===== src/inc/can_irq_pkg.sv =====
// Register map, field layout and carrier types of the CAN interrupt logic
package can_irq_pkg;
    // Register indices; byte address is four times the index
    localparam logic [15:0] FLAGS_IDX = 16'h7109;
    localparam logic [15:0] MASK_IDX  = 16'h710A;
    localparam logic [15:0] DONE_IDX  = 16'h710B;

    // One-hot select positions
    localparam int SEL_FLAGS = 0;
    localparam int SEL_MASK  = 1;
    localparam int SEL_DONE  = 2;

    // Flag and mask bit positions
    localparam int WAKE_BIT       = 3;
    localparam int FAULT_PRIO_BIT = 7;
    localparam int MBOX_PRIO_BIT  = 15;

    // Reset values
    localparam logic [5:0]  MBOX_FLAG_RESET  = 6'h00;
    localparam logic [6:0]  FAULT_FLAG_RESET = 7'h00;
    localparam logic [15:0] MASK_RESET       = 16'h0000;
    localparam logic [3:0]  PEND_RESET       = 4'h0;

    // Writable bits of the mask register
    localparam logic [15:0] MASK_WR_MASK = 16'hBFFF;

    // Error counter limits
    localparam logic [8:0] WARN_LIMIT    = 9'h060;
    localparam logic [8:0] PASSIVE_LIMIT = 9'h080;
    localparam logic [8:0] BUSOFF_LIMIT  = 9'h100;

    // Bus encodings
    localparam logic [2:0] HSIZE_WORD = 3'h2;

    // Mailbox completion strobes; tx bit 0 is mailbox 2
    typedef struct packed {
        logic [3:0] rx;
        logic [3:0] tx;
    } mbox_evt_t;

    // Error and status strobes
    typedef struct packed {
        logic rx_lost;
        logic abort;
        logic write_denied;
    } fault_evt_t;

    // Error counter values
    typedef struct packed {
        logic [8:0] send;
        logic [7:0] recv;
    } err_count_t;

    // One request line pair toward the expansion hub
    typedef struct packed {
        logic high;
        logic low;
    } irq_req_t;
endpackage


===== src/rtl/can_interrupt_logic.sv =====
// CAN interrupt flags, masks and priority routing behind an AHB-Lite slave
module can_interrupt_logic (
    // Clock and reset
    input  wire logic                    hclk,
    input  wire logic                    hresetn,
    input  wire logic                    clk_en,
    // AHB-Lite slave
    input  wire logic                    hsel,
    input  wire logic [31:0]             haddr,
    input  wire logic [1:0]              htrans,
    input  wire logic                    hwrite,
    input  wire logic [2:0]              hsize,
    input  wire logic [31:0]             hwdata,
    input  wire logic                    hready,
    output logic                         hreadyout,
    output logic                         hresp,
    output logic [31:0]                  hrdata,
    // Events from the message core
    input  wire can_irq_pkg::mbox_evt_t  mbox_evt,
    input  wire can_irq_pkg::fault_evt_t fault_evt,
    input  wire can_irq_pkg::err_count_t err_count,
    input  wire logic                    powered_down,
    input  wire logic                    bus_rx,
    // Requests toward the expansion hub
    output can_irq_pkg::irq_req_t        mbox_irq,
    output can_irq_pkg::irq_req_t        fault_irq
);

    logic [5:0]  mb_flag_reg;
    logic [5:0]  mb_flag_next;
    logic [6:0]  fault_flag_reg;
    logic [6:0]  fault_flag_next;
    logic [15:0] mask_reg;
    logic [3:0]  rx_pend_reg;
    logic [3:0]  rx_pend_next;
    logic [3:0]  tx_pend_reg;
    logic [3:0]  tx_pend_next;
    logic [2:0]  wsel_reg;
    logic [15:0] rdata_reg;
    logic [2:0]  lvl_reg;
    logic [2:0]  lvl_now;
    logic        rx_meta_reg;
    logic        rx_sync_reg;
    logic        rx_prev_reg;
    logic        take;
    logic [15:0] wdata;
    logic [3:0]  rx_clr;
    logic [3:0]  tx_clr;
    logic [5:0]  mb_set;
    logic [5:0]  mb_clr;
    logic [6:0]  fault_set;
    logic [6:0]  fault_clr;
    logic        wake_set;
    logic        wake_async;
    logic        mbox_any;
    logic        fault_any;
    logic [15:0] flags_view;
    logic [15:0] done_view;

    function automatic logic [31:0] word_addr(input logic [15:0] idx);
        word_addr = {14'h0000, idx, 2'h0};
    endfunction

    function automatic logic [2:0] reg_select(input logic [31:0] a);
        reg_select = {a == word_addr(can_irq_pkg::DONE_IDX),
                      a == word_addr(can_irq_pkg::MASK_IDX),
                      a == word_addr(can_irq_pkg::FLAGS_IDX)};
    endfunction

    function automatic logic at_limit(input logic [8:0] v, input logic [8:0] lim);
        at_limit = v >= lim;
    endfunction

    // Bus slave: zero wait states, stalled only by the clock enable
    assign hreadyout = clk_en;
    assign hresp     = 1'b0;
    assign hrdata    = {16'h0000, rdata_reg};
    assign take      = hsel & hready & htrans[1] & (hsize == can_irq_pkg::HSIZE_WORD);
    assign wdata     = hwdata[15:0];

    assign flags_view = {2'h0, mb_flag_reg, 1'h0, fault_flag_reg};
    assign done_view  = {2'h0, tx_pend_reg, 6'h00, rx_pend_reg};

    always_ff @(posedge hclk or negedge hresetn)
    begin
        if (!hresetn)
            wsel_reg <= 3'h0;
        else if (clk_en)
            wsel_reg <= (take && hwrite) ? reg_select(haddr) : 3'h0;
    end

    // Read data sampled in the address phase; unmapped reads give zero
    always_ff @(posedge hclk or negedge hresetn)
    begin
        if (!hresetn)
            rdata_reg <= 16'h0000;
        else if (clk_en && take && !hwrite)
        begin
            case (reg_select(haddr))
                3'h1:    rdata_reg <= flags_view;
                3'h2:    rdata_reg <= mask_reg;
                3'h4:    rdata_reg <= done_view;
                default: rdata_reg <= 16'h0000;
            endcase
        end
    end

    always_ff @(posedge hclk or negedge hresetn)
    begin
        if (!hresetn)
            mask_reg <= can_irq_pkg::MASK_RESET;
        else if (clk_en && wsel_reg[can_irq_pkg::SEL_MASK])
            mask_reg <= wdata & can_irq_pkg::MASK_WR_MASK;
    end

    // Pending bits: hardware sets, write one clears, set wins
    assign rx_clr = wsel_reg[can_irq_pkg::SEL_DONE] ? wdata[3:0] : 4'h0;
    assign tx_clr = wsel_reg[can_irq_pkg::SEL_DONE] ? wdata[13:10] : 4'h0;
    assign rx_pend_next = (rx_pend_reg & ~rx_clr) | mbox_evt.rx;
    assign tx_pend_next = (tx_pend_reg & ~tx_clr) | mbox_evt.tx;

    always_ff @(posedge hclk or negedge hresetn)
    begin
        if (!hresetn)
        begin
            rx_pend_reg <= can_irq_pkg::PEND_RESET;
            tx_pend_reg <= can_irq_pkg::PEND_RESET;
        end
        else if (clk_en)
        begin
            rx_pend_reg <= rx_pend_next;
            tx_pend_reg <= tx_pend_next;
        end
    end

    // Mailboxes 2 and 3 complete either way; an auto-reply send arrives as tx
    assign mb_set = {mbox_evt.tx[3:2], mbox_evt.tx[1:0] | mbox_evt.rx[3:2],
                     mbox_evt.rx[1:0]};
    assign mb_clr = {tx_clr[3:2], tx_clr[1:0] | rx_clr[3:2], rx_clr[1:0]};
    assign mb_flag_next = (mb_flag_reg & ~mb_clr) | (mb_set & mask_reg[13:8]);

    // Bus pin passes two flops before the wake flag logic sees it
    always_ff @(posedge hclk or negedge hresetn)
    begin
        if (!hresetn)
        begin
            rx_meta_reg <= 1'b1;
            rx_sync_reg <= 1'b1;
            rx_prev_reg <= 1'b1;
        end
        else if (clk_en)
        begin
            rx_meta_reg <= bus_rx;
            rx_sync_reg <= rx_meta_reg;
            rx_prev_reg <= rx_sync_reg;
        end
    end

    assign wake_set = powered_down & rx_prev_reg & ~rx_sync_reg;

    assign lvl_now = {at_limit(err_count.send, can_irq_pkg::BUSOFF_LIMIT),
                      at_limit(err_count.send, can_irq_pkg::PASSIVE_LIMIT) |
                      at_limit({1'b0, err_count.recv}, can_irq_pkg::PASSIVE_LIMIT),
                      at_limit(err_count.send, can_irq_pkg::WARN_LIMIT) |
                      at_limit({1'b0, err_count.recv}, can_irq_pkg::WARN_LIMIT)};

    always_ff @(posedge hclk or negedge hresetn)
    begin
        if (!hresetn)
            lvl_reg <= 3'h0;
        else if (clk_en)
            lvl_reg <= lvl_now;
    end

    // Entry into a state sets the flag once, not while it lasts
    assign fault_set = {fault_evt.rx_lost, fault_evt.abort, fault_evt.write_denied,
                        wake_set, lvl_now & ~lvl_reg};
    // Only software writes clear; acknowledge has no path here
    assign fault_clr = wsel_reg[can_irq_pkg::SEL_FLAGS] ? wdata[6:0] : 7'h00;
    assign fault_flag_next = (fault_flag_reg & ~fault_clr) | fault_set;

    always_ff @(posedge hclk or negedge hresetn)
    begin
        if (!hresetn)
        begin
            mb_flag_reg    <= can_irq_pkg::MBOX_FLAG_RESET;
            fault_flag_reg <= can_irq_pkg::FAULT_FLAG_RESET;
        end
        else if (clk_en)
        begin
            mb_flag_reg    <= mb_flag_next;
            fault_flag_reg <= fault_flag_next;
        end
    end

    // One level per line covers any number of set flags
    assign mbox_any  = |(mb_flag_reg & mask_reg[13:8]);
    assign fault_any = |(fault_flag_reg & mask_reg[6:0]);
    // Unclocked path: a stopped clock cannot sample the pin, the hub restarts it
    assign wake_async = powered_down & ~bus_rx & mask_reg[can_irq_pkg::WAKE_BIT];

    assign mbox_irq.high  = mbox_any & ~mask_reg[can_irq_pkg::MBOX_PRIO_BIT];
    assign mbox_irq.low   = mbox_any & mask_reg[can_irq_pkg::MBOX_PRIO_BIT];
    assign fault_irq.high = (fault_any | wake_async) &
                            ~mask_reg[can_irq_pkg::FAULT_PRIO_BIT];
    assign fault_irq.low  = (fault_any | wake_async) &
                            mask_reg[can_irq_pkg::FAULT_PRIO_BIT];
endmodule // can_interrupt_logic


===== config.mk =====
export PLATFORM = sky130hd
export DESIGN_NAME = can_interrupt_logic
export DESIGN_NICKNAME = d
export VERILOG_FILES = /design/src/inc/can_irq_pkg.sv /design/src/rtl/can_interrupt_logic.sv
export SDC_FILE = /design/constraint.sdc
export NUM_CORES = 1
export LEC_CHECK = 0
export ABC_AREA = 1
export BUFFER_PORTS_ARGS = -buffer_cell sky130_fd_sc_hd__buf_2
export CORE_ASPECT_RATIO = 1.4
export CORE_UTILIZATION = 35
export CTS_CLUSTER_DIAMETER = 60
export DETAILED_ROUTE_END_ITERATION = 10
export GPL_TIMING_DRIVEN = 0
export SYNTH_ARGS = -nofsm -noshare
export SYNTH_HDL_FRONTEND = slang
export SYNTH_SLANG_ARGS = --single-unit

===== constraint.sdc =====
create_clock -name hclk -period 1.1 [get_ports hclk]
set_input_delay 0.165 -clock hclk [delete_from_list [all_inputs] [get_ports hclk]]
set_output_delay 0.165 -clock hclk [all_outputs]
set_load 0.03 [all_outputs]

; ---- Word-level counts from Yosys, hierarchy flattened
; Cells that the tools add are included.
[totals]
regBits = 61
out_inout_bits = 38
in_bits = 105
elab_cells = 72
[op_classes]
n_eq_ne = 7
muxes = 5
bitwise = 37
reduce_logical = 7
magnitude_cmp = 5
[ops]
columns = operator, n
row1 = 32-bit by 17-bit == test with 1-bit output (second input constant), 3
row2 = 16-bit case mux with 3 select lines, 1
row3 = 6-bit AND, 3
row4 = 7-bit AND, 2
row5 = 1-bit AND, 11
row6 = 9-bit by 7-bit greater-or-equal comparator with 1-bit output (second input constant), 1
row7 = 9-bit by 8-bit greater-or-equal comparator with 1-bit output (second input constant), 1
row8 = 9-bit greater-or-equal comparator (second input constant), 1
row9 = 4-bit AND, 2
row10 = 8-bit by 7-bit greater-or-equal comparator with 1-bit output (second input constant), 1
row11 = 8-bit greater-or-equal comparator (second input constant), 1
row12 = 4-bit 2-to-1 mux, 2
row13 = 4-bit inverter, 2
row14 = 4-bit OR, 2
row15 = 7-bit 2-to-1 mux, 1
row16 = 7-bit inverter, 1
row17 = 7-bit OR, 1
row18 = 7-bit OR reduction, 1
row19 = 3-bit by 2-bit == test with 1-bit output (second input constant), 2
row20 = 6-bit inverter, 1
row21 = 6-bit OR, 1
row22 = 6-bit OR reduction, 1
row23 = 1-bit logical AND, 4
row24 = 1-bit inverter, 4
row25 = 8 further kinds, 11

; ---- Longest topological paths before layout
[depth]
word_depth = 5
ltp_mapped = 10
mapped_depth_nobuf = 9

; ---- Least setup slack after synthesis
; Ideal clock, no wire load.
[synth_path]
path_type = register to output
from = register mb_flag_reg[1]
to = output port mbox_irq[0] (netlist name)
required_time_ns = 0.935
stages_incl_launch_ff = 4
t_arrival_ns = 1.001
n_path_buf = 0
slack_ns = -0.066
path_cell_list = dfrtp_1 a22o_1 a211oi_1 nor2_1
[synth_rtl]
columns = element, line_no
row1 = start: declaration, can_interrupt_logic.sv:29  ; logic [5:0] mb_flag_reg;
row2 = start signal: assignment, can_interrupt_logic.sv:186  ; mb_flag_reg <= can_irq_pkg::MBOX_FLAG_RESET;
row3 = start signal: assignment, can_interrupt_logic.sv:191  ; mb_flag_reg <= mb_flag_next;
row4 = end: declaration, can_interrupt_logic.sv:25  ; output can_irq_pkg::irq_req_t mbox_irq,

==> summary.md <==
| Metric | Value |
|---|---|
| Mapped Cells | 409 |
| Clock power share | 49.6% |
| Unrepaired setup endpoints after global routing | true |
| Overall Power | 0.00542 W |
| Ys Warns | 0 |
| Post-synth cell types | 31 |
| VDD IR max | 0.000766 V |
| ANT cells | 0 |
| Status | complete, but fails checks |
| Chip width | 82.4 µm |
| Top-count cell post-synth | nand2_1 |
| Worst EP arrival | 1580 ps |
| Critical path launch point type | flop |
| Fillers | 882 |
| Skew final | 7.83 ps |
| Routed wire length per instance | 13.4 µm |
| Via-per-instance ratio | 4.70 |
| Slew @ Worst Pin | 759 ps |
| Min-delay worst type | in2async |
| CTS tree | built |
| Antenna Nets Post-Route | 0 |
| Synth top area share | 45.0% |
| Max_slew headroom | 49.4% |
| Io pins | 143 |
| Gr ovfl total | 0 |
| Failing checks | negative hold slack, negative setup slack |
| Die area | 9440 µm² |
| Int Pwr | 0.00420 W |
| Vias | 3106 |
| CP max FO | 2 |
| GRT Overall Usage | 19.6% |
| Hold Worst Slack | -103 ps |
| First-pass GRT wire length | 13.8 mm |
| Clock sinks | 60 |
| Cts bufs inserted | 9 |
| Iter 0 DRT Violations | 289 |
| Final setup fails | 4 |
| Main synth FF type | dfrtp_1 |
| Post-CTS Hold Buffers | 0 |
| Crit end category | output pin |
| Comb pwr share | 8.8% |
| I/O Buffers | 95 |
| Initial antenna violation count | 0 |
| CTS Buffer Depth | 2 |
| Vias in the first global route | 2989 |
| Final GP Congestion | 0.800 |
| CTS Root Cell | clkbuf_16 |
| Setup CP Type | reg2out |
| Worst-skew pair later-pin latency | 330 ps |
| Most area-consuming cells after synthesis | dfrtp_1 45%, nand2_1 16%, nand3_1 6.6%, o21ai_0 5.8%, buf_4 4.7% |
| Post-synth EDFFs | 0 |
| Fin worst setup slack | -649 ps |
| Initial Util | 36.6% |
| Synth area leader | dfrtp_1 |
| Placed cells | 626 |
| Switching share of total power | 22.5% |
| Yosys reg bits | 60 |
| Worst-path clk slew | 50 ps |
| DRC errors left | 0 |
| Power Density | 1200 nW/µm² |
| DP HPWL | 6.26 mm |
| Largest net degree at the start of global routing | 61 |
| H-tree depth | 3 |
| 1st-pass router iterations | 4 |
| Leak | 2.41 nW |
| Max Freq | 572 MHz |
| Flop pwr share | 41.6% |
| Post-synth top cells | 132 x nand2_1, 57 x dfrtp_1, 42 x nand3_1 |
| Net switching power | 0.00122 W |
| Die height | 115 µm |
| Footprint of the multi-input gates | 1510 µm² |
| Slew Limit Fails | 0 |
| Cell Area, Synth | 3170 µm² |
| Area Growth Syn to Fin | 42.7% |
| Nets | 656 |
| Site row count | 40 |
| Final period util | 159% |
| Final non-filler cell area | 4520 µm² |
| Core Area | 8660 µm² |
| Max cap viols | 0 |
| Dpl cell area | 3850 µm² |
| Sequential area share after synthesis | 47.5% |
| Layout cells sized above 1 | 39.2% |
| Min Tclk post-route | 1750 ps |
| Hold Vio Cnt, Final | 57 |
| Total Wirelength | 8.86 mm |
| Worst path required time | 940 ps |
| Avg Cell Area, Syn | 7.75 µm² |
| Storage element area | 1510 µm² |
| Fraction of registers with async set/reset | 100% |
| Final std cells w/o fill | 661 |
## layout make-up
type	instances	share of cell area (%)
clock inverter	1	0.111
timing repair buffer	114	15.1
tap	105	2.91
clock buffer	15	6.37
sequential	60	33.3
multi-input combinational	292	33.4
inverter	42	3.49
buffer	32	5.37
## worst paths after layout
| path | slack (ps) | to | start | cells past startpoint |
|---|---|---|---|---|
| max | -650 | fault_irq[0] | mask_reg[0] | 7 |
| max reg2reg | 110 | rx_pend_reg[0] | wsel_reg[2] | 4 |
| max in group asynchronous | 680 | mask_reg[1] | hresetn | 1 |
| min reg2reg | 460 | fault_flag_reg[1] | lvl_reg[1] | 1 |
| min in group hclk | 40 | fault_flag_reg[5] | fault_evt[1] | 3 |
| min | -100 | rdata_reg[6] | hresetn | 1 |
## worst max-delay path, cell delays in order, from the launching register on
cell,delay [ps]
dfrtp_1,390
nand2_2,90
nand2_2,60
a221oi_4,230
nand4_1,200
nand2_1,130
inv_2,40
buf_6,130
## power groups by stage
| stage | clock [W] | sequential [W] | combinational (W) |
|---|---|---|---|
| 5_1_grt | 0.00284 | 0.00226 | 0.000536 |
| 3_5_place_dp | 0 | 0.00229 | 0.000460 |
| 2_1_floorplan | 0 | 0.00229 | 0.000246 |
| 4_1_cts | 0.00272 | 0.00226 | 0.000461 |
| 6_report | 0.00269 | 0.00226 | 0.000478 |
| 3_3_place_gp | 0 | 0.00229 | 0.000451 |
## per-layer routing
metal  share of wire [%]  vias up  track usage, %
li1                    -     1554               -
met1                  39     1440            22.5
met2                  54       94            34.3
met3                 4.7       18            3.27
met4                 2.6        0            10.1
met5                   0        -               0
## kinds of logic after synthesis
logic type | Yosys count | share of synthesized area [%]
other cells | 1 | 0.118
buf+inv | 75 | 12.5
flops | 60 | 47.5
compound gates | 54 | 9.60
simple gates | 219 | 30.3
## per-stage QoR
step	utilization (%)	worst slack, ps	TNS, ps
after floorplan	-	-18.4	-36.7
after CTS	48.7	-672	-2390
after global placement	44.5	-418	-23300
final	52.2	-649	-2180
after detailed placement	44.5	-423	-25810
after global routing	52.2	-725	-2750
## layout by cell type, fill, tap and decap left out, types with 7 or more instances in the layout
cell       Yosys  final
nand2_1      132    122
buf_6          3     15
nand3_1       42     28
buf_4         20     34
clkbuf_16      0      9
nor2_4         4      7
conb_1         1     18
nor2_2         4      9
o21ai_0       37     35
nor2_1        27     20
dfrtp_1       57     57
inv_1         39     36
buf_2          4     92
nand2_2        1     10
nand3_2        4     18
## timing repair
item,4_1_cts,5_1_grt
resized for setup,16,56
setup buffers,3,14
hold endpoints to repair,0,51
pin swaps,5,25
cloned,0,3
endpoints found under the setup margin,30,33
Power figures use the tool's default switching activity.
